### src/inc/fpdc_pkg.sv
// constants and types shared by the routine download controller
package fpdc_pkg;
   // -------------------------------------------------------------
   // register map (byte addresses, one 32-bit word each)
   // -------------------------------------------------------------
   localparam int OFS_W = 8;
   localparam logic [7:0] OFS_CTRL = 8'h00;
   localparam logic [7:0] OFS_PSEL = 8'h04;
   localparam logic [7:0] OFS_ESEL = 8'h08;
   localparam logic [7:0] OFS_KEY = 8'h0C;
   localparam logic [7:0] OFS_DEST = 8'h10;
   localparam logic [7:0] OFS_EMU = 8'h14;
   localparam logic [7:0] OFS_ISTAT = 8'h18;
   localparam logic [7:0] OFS_IMASK = 8'h1C;
   // -------------------------------------------------------------
   // field positions and values
   // -------------------------------------------------------------
   localparam int BIT_REQ = 0;
   localparam int BIT_BUSY = 1;
   localparam int BIT_SEL = 0;
   localparam int BIT_EMU = 0;
   localparam int BIT_DERR = 7;
   localparam int DEST_W = 7;
   localparam int EV_W = 2;
   localparam int EV_DONE = 0;
   localparam int EV_DERR = 1;
   localparam int HTRANS_ACT = 1;
   localparam logic [7:0] KEY_COPY = 8'hA5;
   localparam logic [7:0] DEST_MAX = 8'h02;
   localparam logic [7:0] REG_RST = 8'h00;
   // -------------------------------------------------------------
   // sequencer states
   // -------------------------------------------------------------
   typedef enum logic [2:0] {
      FPDC_IDLE = 3'b001,
      FPDC_COPY = 3'b010,
      FPDC_DONE = 3'b100
   } fpdc_state_type;
endpackage : fpdc_pkg

### src/inc/fpdc_copy_if.sv
// handshake between the register side and the copy engine
`timescale 1ns/1ps
`default_nettype none
interface fpdc_copy_if;
   logic start;
   logic erase_sel;
   logic [fpdc_pkg::DEST_W-1:0] dest;
   logic busy;
   logic done;
   modport ctl (output start, output erase_sel, output dest,
                input busy, input done);
   modport eng (input start, input erase_sel, input dest,
                output busy, output done);
endinterface : fpdc_copy_if
`default_nettype wire

### src/hdl/fpdc_top.sv
// routine download controller: register file, sequencer, interrupt
`timescale 1ns/1ps
`default_nettype none
module fpdc_top #(
   parameter int ROUTINE_WORDS = 16,
   parameter int DATA_W = 32,
   parameter int ROM_AW = 12,
   parameter int RAM_AW = 16,
   parameter int BLK_SH = 8
) (
   // clock and reset
   input wire logic sys_clk,
   input wire logic rst_n,
   // ahb-lite slave
   input wire logic hsel,
   input wire logic [31:0] haddr,
   input wire logic [1:0] htrans,
   input wire logic hwrite,
   input wire logic [2:0] hsize,
   input wire logic [31:0] hwdata,
   input wire logic hready,
   output logic hreadyout,
   output logic hresp,
   output logic [31:0] hrdata,
   // cpu state: current code fetched from on-chip ram
   input wire logic exec_in_ram,
   // routine storage read port
   output logic [ROM_AW-1:0] rom_addr,
   input wire logic [DATA_W-1:0] rom_data,
   // on-chip ram write port
   output logic ram_we,
   output logic [RAM_AW-1:0] ram_addr,
   output logic [DATA_W-1:0] ram_wdata,
   // storage bank swap and interrupt
   output logic bank_switch,
   output logic irq
);
   localparam int COPY_LIM = ROUTINE_WORDS + 4;

   typedef struct packed {
      fpdc_pkg::fpdc_state_type st;
      logic req;
      logic psel;
      logic esel;
      logic emu;
      logic [7:0] key;
      logic [7:0] dest;
      logic [fpdc_pkg::EV_W-1:0] istat;
      logic [fpdc_pkg::EV_W-1:0] imask;
      logic start;
      logic erase_sel;
      logic dph_wr;
      logic [fpdc_pkg::OFS_W-1:0] dph_ofs;
      logic [31:0] rdata;
   } fpdc_top_state_type;

   localparam fpdc_top_state_type S_RST = '{
      st: fpdc_pkg::FPDC_IDLE,
      key: fpdc_pkg::REG_RST,
      dest: fpdc_pkg::REG_RST,
      default: '0
   };

   fpdc_top_state_type s_r, s_nxt;
   logic [fpdc_pkg::EV_W-1:0] ev;
   logic copy_ok;
   logic addr_ph;
   logic wr_req;

   fpdc_copy_if cp ();

   // -------------------------------------------------------------
   // read mux
   // -------------------------------------------------------------
   // the request bit is never returned, only the busy flag beside it
   function automatic logic [31:0] read_reg(
      input logic [fpdc_pkg::OFS_W-1:0] ofs,
      input fpdc_top_state_type r
   );
      logic [31:0] v;
      v = '0;
      case (ofs)
         fpdc_pkg::OFS_CTRL: v[fpdc_pkg::BIT_BUSY] = r.req;
         fpdc_pkg::OFS_PSEL: v[fpdc_pkg::BIT_SEL] = r.psel;
         fpdc_pkg::OFS_ESEL: v[fpdc_pkg::BIT_SEL] = r.esel;
         fpdc_pkg::OFS_KEY: v = 32'(r.key);
         fpdc_pkg::OFS_DEST: v = 32'(r.dest);
         fpdc_pkg::OFS_EMU: v[fpdc_pkg::BIT_EMU] = r.emu;
         fpdc_pkg::OFS_ISTAT: v = 32'(r.istat);
         fpdc_pkg::OFS_IMASK: v = 32'(r.imask);
         default: v = '0;
      endcase
      return v;
   endfunction : read_reg

   // -------------------------------------------------------------
   // bus decode and gating terms
   // -------------------------------------------------------------
   assign addr_ph = hsel && hready && htrans[fpdc_pkg::HTRANS_ACT];
   assign wr_req = s_r.dph_wr && (s_r.dph_ofs == fpdc_pkg::OFS_CTRL)
                   && hwdata[fpdc_pkg::BIT_REQ];
   // all three conditions gate the request
   assign copy_ok = !s_r.emu && (s_r.key == fpdc_pkg::KEY_COPY)
                    && exec_in_ram;

   // -------------------------------------------------------------
   // next state
   // -------------------------------------------------------------
   // bus write lands first; sequencer clears and event sets then
   // override it, so a hardware set is never lost to a w1c
   always_comb begin
      s_nxt = s_r;
      ev = '0;
      s_nxt.start = 1'b0;
      s_nxt.dph_wr = 1'b0;
      // address phase: capture target, read data ready for data phase
      if (addr_ph) begin
         s_nxt.dph_wr = hwrite;
         s_nxt.dph_ofs = haddr[fpdc_pkg::OFS_W-1:0];
         if (!hwrite) begin
            s_nxt.rdata = read_reg(haddr[fpdc_pkg::OFS_W-1:0], s_r);
         end
      end
      // data phase writes, byte lanes ignored: word access only
      if (s_r.dph_wr) begin
         case (s_r.dph_ofs)
            fpdc_pkg::OFS_CTRL: begin
               if (wr_req && copy_ok && s_r.st == fpdc_pkg::FPDC_IDLE) begin
                  if (s_r.dest > fpdc_pkg::DEST_MAX) begin
                     // out of range: flag and abandon
                     s_nxt.dest[fpdc_pkg::BIT_DERR] = 1'b1;
                     ev[fpdc_pkg::EV_DERR] = 1'b1;
                  end else if (!s_r.psel && !s_r.esel) begin
                     // nothing selected: finish with no copy
                     s_nxt.req = 1'b1;
                     s_nxt.st = fpdc_pkg::FPDC_DONE;
                  end else begin
                     // launch copy of the chosen routine
                     s_nxt.req = 1'b1;
                     s_nxt.start = 1'b1;
                     s_nxt.erase_sel = !s_r.psel;
                     s_nxt.st = fpdc_pkg::FPDC_COPY;
                  end
               end
            end
            // only bit zero of a select is stored
            fpdc_pkg::OFS_PSEL: s_nxt.psel = hwdata[fpdc_pkg::BIT_SEL];
            fpdc_pkg::OFS_ESEL: s_nxt.esel = hwdata[fpdc_pkg::BIT_SEL];
            fpdc_pkg::OFS_KEY: s_nxt.key = hwdata[7:0];
            fpdc_pkg::OFS_DEST: s_nxt.dest = hwdata[7:0];
            fpdc_pkg::OFS_EMU: s_nxt.emu = hwdata[fpdc_pkg::BIT_EMU];
            fpdc_pkg::OFS_ISTAT: begin
               s_nxt.istat = s_r.istat & ~hwdata[fpdc_pkg::EV_W-1:0];
            end
            fpdc_pkg::OFS_IMASK: begin
               s_nxt.imask = hwdata[fpdc_pkg::EV_W-1:0];
            end
            default: ;
         endcase
      end
      // sequencer
      unique case (s_r.st)
         fpdc_pkg::FPDC_IDLE: ;
         fpdc_pkg::FPDC_COPY: begin
            if (cp.done) begin
               s_nxt.st = fpdc_pkg::FPDC_DONE;
            end
         end
         fpdc_pkg::FPDC_DONE: begin
            s_nxt.req = 1'b0;
            s_nxt.psel = 1'b0;
            s_nxt.esel = 1'b0;
            ev[fpdc_pkg::EV_DONE] = 1'b1;
            s_nxt.st = fpdc_pkg::FPDC_IDLE;
         end
      endcase
      s_nxt.istat = s_nxt.istat | ev;
   end

   // state register
   always_ff @(posedge sys_clk or negedge rst_n) begin
      if (!rst_n) begin
         s_r <= S_RST;
      end else begin
         s_r <= s_nxt;
      end
   end

   // -------------------------------------------------------------
   // outputs
   // -------------------------------------------------------------
   // zero wait states, so hreadyout never stalls the master
   assign hreadyout = 1'b1;
   assign hresp = 1'b0;
   assign hrdata = s_r.rdata;
   assign irq = |(s_r.istat & s_r.imask);
   assign cp.start = s_r.start;
   assign cp.erase_sel = s_r.erase_sel;
   assign cp.dest = s_r.dest[fpdc_pkg::DEST_W-1:0];

   // copy engine
   fpdc_copier #(
      .WORDS(ROUTINE_WORDS),
      .DATA_W(DATA_W),
      .ROM_AW(ROM_AW),
      .RAM_AW(RAM_AW),
      .BLK_SH(BLK_SH)
   ) u_copier (
      .sys_clk(sys_clk),
      .rst_n(rst_n),
      .cp(cp),
      .rom_addr(rom_addr),
      .rom_data(rom_data),
      .ram_we(ram_we),
      .ram_addr(ram_addr),
      .ram_wdata(ram_wdata),
      .bank_switch(bank_switch)
   );
endmodule : fpdc_top
`default_nettype wire

### src/hdl/fpdc_copier.sv
// copy engine: moves one routine from storage into on-chip ram
`timescale 1ns/1ps
`default_nettype none
module fpdc_copier #(
   parameter int WORDS = 16,
   parameter int DATA_W = 32,
   parameter int ROM_AW = 12,
   parameter int RAM_AW = 16,
   parameter int BLK_SH = 8,
   parameter logic [ROM_AW-1:0] PROG_BASE = '0,
   parameter logic [ROM_AW-1:0] ERASE_BASE = ROM_AW'(WORDS)
) (
   // clock and reset
   input wire logic sys_clk,
   input wire logic rst_n,
   // control from the register side
   fpdc_copy_if.eng cp,
   // routine storage read port, combinational read
   output logic [ROM_AW-1:0] rom_addr,
   input wire logic [DATA_W-1:0] rom_data,
   // on-chip ram write port
   output logic ram_we,
   output logic [RAM_AW-1:0] ram_addr,
   output logic [DATA_W-1:0] ram_wdata,
   // storage bank swap while copying
   output logic bank_switch
);
   localparam int CW = $clog2(WORDS + 1);
   localparam logic [CW-1:0] LAST = CW'(WORDS - 1);

   typedef struct packed {
      logic active;
      logic done;
      logic wr;
      logic [CW-1:0] cnt;
      logic [ROM_AW-1:0] raddr;
      logic [RAM_AW-1:0] dbase;
      logic [RAM_AW-1:0] waddr;
      logic [DATA_W-1:0] wdata;
   } fpdc_cp_state_type;

   fpdc_cp_state_type s_r, s_nxt;

   // -------------------------------------------------------------
   // word walk
   // -------------------------------------------------------------
   // destination latched at start so a later rewrite cannot tear it
   always_comb begin
      s_nxt = s_r;
      s_nxt.wr = 1'b0;
      s_nxt.done = 1'b0;
      if (cp.start && !s_r.active) begin
         s_nxt.active = 1'b1;
         s_nxt.cnt = '0;
         s_nxt.raddr = cp.erase_sel ? ERASE_BASE : PROG_BASE;
         s_nxt.dbase = RAM_AW'(cp.dest) << BLK_SH;
      end else if (s_r.active) begin
         s_nxt.wr = 1'b1;
         s_nxt.waddr = s_r.dbase + RAM_AW'(s_r.cnt);
         s_nxt.wdata = rom_data;
         s_nxt.cnt = s_r.cnt + CW'(1);
         s_nxt.raddr = s_r.raddr + ROM_AW'(1);
         if (s_r.cnt == LAST) begin
            s_nxt.active = 1'b0;
            s_nxt.done = 1'b1;
         end
      end
   end

   // state register
   always_ff @(posedge sys_clk or negedge rst_n) begin
      if (!rst_n) begin
         s_r <= '0;
      end else begin
         s_r <= s_nxt;
      end
   end

   // outputs straight from flops, except bank swap, an OR of two flops
   assign rom_addr = s_r.raddr;
   assign ram_we = s_r.wr;
   assign ram_addr = s_r.waddr;
   assign ram_wdata = s_r.wdata;
   // bank swap held over the copy
   // the last word is written a cycle after the walk ends, keep it covered
   assign bank_switch = s_r.active || s_r.wr;
   assign cp.busy = s_r.active;
   assign cp.done = s_r.done;
endmodule : fpdc_copier
`default_nettype wire

### config.mk
export PLATFORM = sky130hd
export DESIGN_NAME = fpdc_top
export DESIGN_NICKNAME = d
export VERILOG_FILES = /design/src/inc/fpdc_pkg.sv /design/src/inc/fpdc_copy_if.sv /design/src/hdl/fpdc_top.sv /design/src/hdl/fpdc_copier.sv
export SDC_FILE = /design/constraint.sdc
export NUM_CORES = 1
export LEC_CHECK = 0
export BUFFER_PORTS_ARGS = -buffer_cell sky130_fd_sc_hd__buf_2
export CORE_ASPECT_RATIO = 0.9
export CORE_MARGIN = 8
export CORE_UTILIZATION = 25
export DETAILED_ROUTE_END_ITERATION = 16
export PLACE_DENSITY = 0.57
export SYNTH_ARGS = -nofsm -noshare
export SYNTH_HDL_FRONTEND = slang
export SYNTH_HIERARCHICAL = 1
export SYNTH_SLANG_ARGS = --single-unit
### constraint.sdc
create_clock -name sys_clk -period 2.25 [get_ports sys_clk]
set_clock_uncertainty 0.15 [all_clocks]
set_input_delay 0.225 -clock sys_clk [delete_from_list [all_inputs] [get_ports sys_clk]]
set_output_delay 0.225 -clock sys_clk [all_outputs]
set_load 0.1 [all_outputs]
==> impl_results.md <==
- Global route overflow: 0
- CP peak stage delay: 0.65 ns
- Setup CP Type: register to register
- Initial antenna violation count: 0
- Post-synth top area share: 50.1%
- Pwr Density: 753 nW/um^2
- Core area: 23100 sq um
- Sequential Area: 2930 sq um
- Critical Path Fanout Max: 8
- Most frequent cell after synthesis: dfrtp_1
- Critical path arrival: 2.22 ns
- All-Layer GR Usage: 9.63%
- Buffer count from post-CTS setup fixing: 0
- H-tree levels: 4
- Worst-path clk slew: 0.06 ns
- DR vias/cell: 4.13
- Top cells by count, synth: 116 x dfrtp_1, 99 x buf_4, 69 x mux2_2
- Die height: 160 um
- Syn Inst Count: 483
- Worst Path Buf+Inv: 0
- Mean Syn Cell Area: 12.0 sq um
- Post-synth cell types: 58
- Via count: 3783
- Post-synthesis sequential area ratio: 50.6%
- Final net count: 710
- Fmax: 483 MHz
- First-pass GRT wire length: 21.7 mm
- Post-DP HPWL: 9.29 mm
- R2R cell count: 3
- Min-Delay Path Depth: 2
- Tot Pwr: 5.48 mW
- Reg2reg end: s_r[60]$_DFFE_PN0P_
- FILL cells: 2361
- WL final: 13.2 mm
- Count of final setup violators: 0
- Boundary Pins: 204
- Relative slew slack: 52.3%
- Die Wd: 176 um
- Synth area leader: dfrtp_1
- Crit path time final: 2.07 ns
- Clk_lat worst skew: 0.41 ns
- Antenna-violating nets left: 0
- Clk buf depth: 2
- Hold Path End: s_r[36]$_DFFE_PN0P_
- Layout cell share with drive strength beyond 1: 43.1%
- Setup crit end kind: register
- Post-synth EDFFs: 0
- Multi-input logic area: 2130 sq um
- Hold wc startpoint: haddr[4]
- GPL Wtd Cong: 0.753
- DRC violations left: 0
- Slew Limit Fails: 0
- Syn-to-layout area delta: 25.8%
- R2R Setup Slk: 0.18 ns
- RSZ-0062 raised after global routing: no
- CTS Buf Count: 17
- Setup TNS: 0 ns
- Clk root buf: clkbuf_16
- Routed WL per cell: 14.4 um
- Final hold vios: 0
- CTS sink count: 117
- Post-synth ARST share: 100%
- Crit start category: register
- PortBufs: 121
- Reg2reg start: s_r[37]$_DFFE_PN0P_
- Synthesis warning total: 6
- Ant diodes: 0
- Ranking of synthesized cells by area: dfrtp_1 50%, mux2_2 13%, buf_4 13%
- CP max stage cell: or4_4
- Worst path cell trace: or3_4 -> or4_4 -> mux2_4
- Number of synthesized register bits: 117
- Max Cap Viol: 0
- CP delay by family, top: simple AND/OR/NAND/NOR gates
- Vias in the first global route: 4075
- CTS tree: done
- CP required: 2.40 ns
- Largest net degree at the start of global routing: 39
- Iteration-0 DRC Markers: 154
- Final worst-path cycle share: 92.0%
- Cell Area, Synth: 5790 sq um
- Die area: 28300 sq um
- Leak: 3.52 nW
- Drt first pass iters: 4
- Worst Max-Slew Pin Slew: 0.715 ns
- Starting Density: 25.1%
- Hold crit path type: input port to register
- Peak VDD IR: 362 uV
- Status: completed
- Commonest register cell after synthesis: dfrtp_1
- Site row count: 53
[through the flow]
step | area (sq um) | utilization, % | instances | hold WS (ns) | setup slack [ns]
CTS | 7290 | 31.6 | 915 | 0.0325 | 0.143
finish | 7290 | 31.6 | 915 | 0.0554 | 0.181
global placement | 6220 | 27.0 | 836 | 0.105 | 0.195
detailed placement | 6220 | 27.0 | 836 | 0.106 | 0.181
global route | 7290 | 31.6 | 915 | 0.0395 | 0.0670
floorplan | 5890 | - | 510 | -0.221 | 0.249
[cell usage in the layout (no fill, tap or decap), types with 3 or more instances in the layout]
| master | synthesis | layout |
|---|---|---|
| nand2b_1 | 5 | 5 |
| a22oi_1 | 6 | 6 |
| ha_1 | 3 | 3 |
| clkinvlp_4 | 0 | 7 |
| mux2_4 | 8 | 8 |
| buf_12 | 0 | 3 |
| o311ai_1 | 3 | 3 |
| nor4bb_1 | 3 | 3 |
| inv_6 | 0 | 3 |
| conb_1 | 3 | 30 |
| mux2i_1 | 7 | 7 |
| mux2_2 | 69 | 69 |
| nor3_1 | 4 | 4 |
| o22ai_1 | 3 | 3 |
| dfrtp_1 | 116 | 115 |
| nand2_1 | 25 | 25 |
| buf_4 | 99 | 13 |
| or4_4 | 3 | 3 |
| a21oi_1 | 10 | 10 |
| buf_2 | 3 | 119 |
| clkbuf_16 | 0 | 17 |
| nand4_1 | 5 | 5 |
| inv_1 | 9 | 9 |
| nor2_1 | 12 | 12 |
| nor2b_1 | 3 | 3 |
| xor2_1 | 3 | 3 |
| o21ai_0 | 13 | 13 |
| dlygate4sd3_1 | 0 | 47 |
| nand3_1 | 13 | 13 |
[sequential cells by signal (all words and copies together), names as in the netlist, 7 cells and up]
name / flops
u_copier/ram_wdata: 32
s_r: 29
u_copier/ram_addr: 12
u_copier/rom_addr: 12
u_copier/s_r: 12
hrdata: 8
cp.dest: 7
[logic make-up (layout without fill, tap and decap cells)]
kind of cell / Yosys count / count (layout) / share of synthesized area [%]
flops: 117 / 117 / 50.6
xor+xnor: 5 / 5 / 0.756
buf+inv: 121 / 224 / 14.5
mux: 85 / 85 / 17.1
compound gates: 51 / 51 / 6.01
simple gates: 98 / 98 / 10.3
fa+ha+maj: 3 / 3 / 0.648
other cells: 3 / 30 / 0.194
[worst max path at each step]
stage,depth (start not counted),from,end,slack [ns]
floorplan,4,s_r[37]$_DFFE_PN0P_,s_r[55]$_DFFE_PN0P_,0.25
global placement,3,s_r[37]$_DFFE_PN0P_,s_r[60]$_DFFE_PN0P_,0.20
detailed placement,4,cp.dest[4]$_DFFE_PN0P_,s_r[67]$_DFF_PN1_,0.18
CTS,3,u_copier/cp.busy$_DFF_PN0_,bank_switch,0.14
global route,6,haddr[0],hrdata[6]$_DFFE_PN0P_,0.07
finish,3,s_r[37]$_DFFE_PN0P_,s_r[60]$_DFFE_PN0P_,0.18
[area by class of cell]
class	count	area share (%)
clock inverters	14	2.09
clock buffers	18	6.03
multi-input cells	272	29.2
inverters	10	0.515
flip-flops and latches	117	40.2
repair buffers	182	16.8
well taps	302	5.19
[where the power goes]
group          switching (mW)  internal [mW]  total (mW)
Clock                    1.04           1.67        2.71
Combinational           0.391          0.174       0.565
Sequential             0.0534           2.16        2.21
Total                    1.49           4.00        5.48
[repair_timing]
action,CTS,global route
endpoints found under the hold margin,91,0
setup endpoints to repair,0,1
hold buffers,47,0
resized for setup,0,0
[per-layer routing]
metal | GRT usage, % | routed length [um] | up-vias | share of wire (%)
met5 | 0 | 0 | - | 0
met4 | 3.09 | 154 | 0 | 1.2
met3 | 3.47 | 851 | 13 | 6.4
met2 | 15.1 | 6060 | 108 | 46
met1 | 12.2 | 6130 | 1847 | 46
li1 | - | - | 1815 | -
Note: power is estimated with default switching activity, not from simulation.
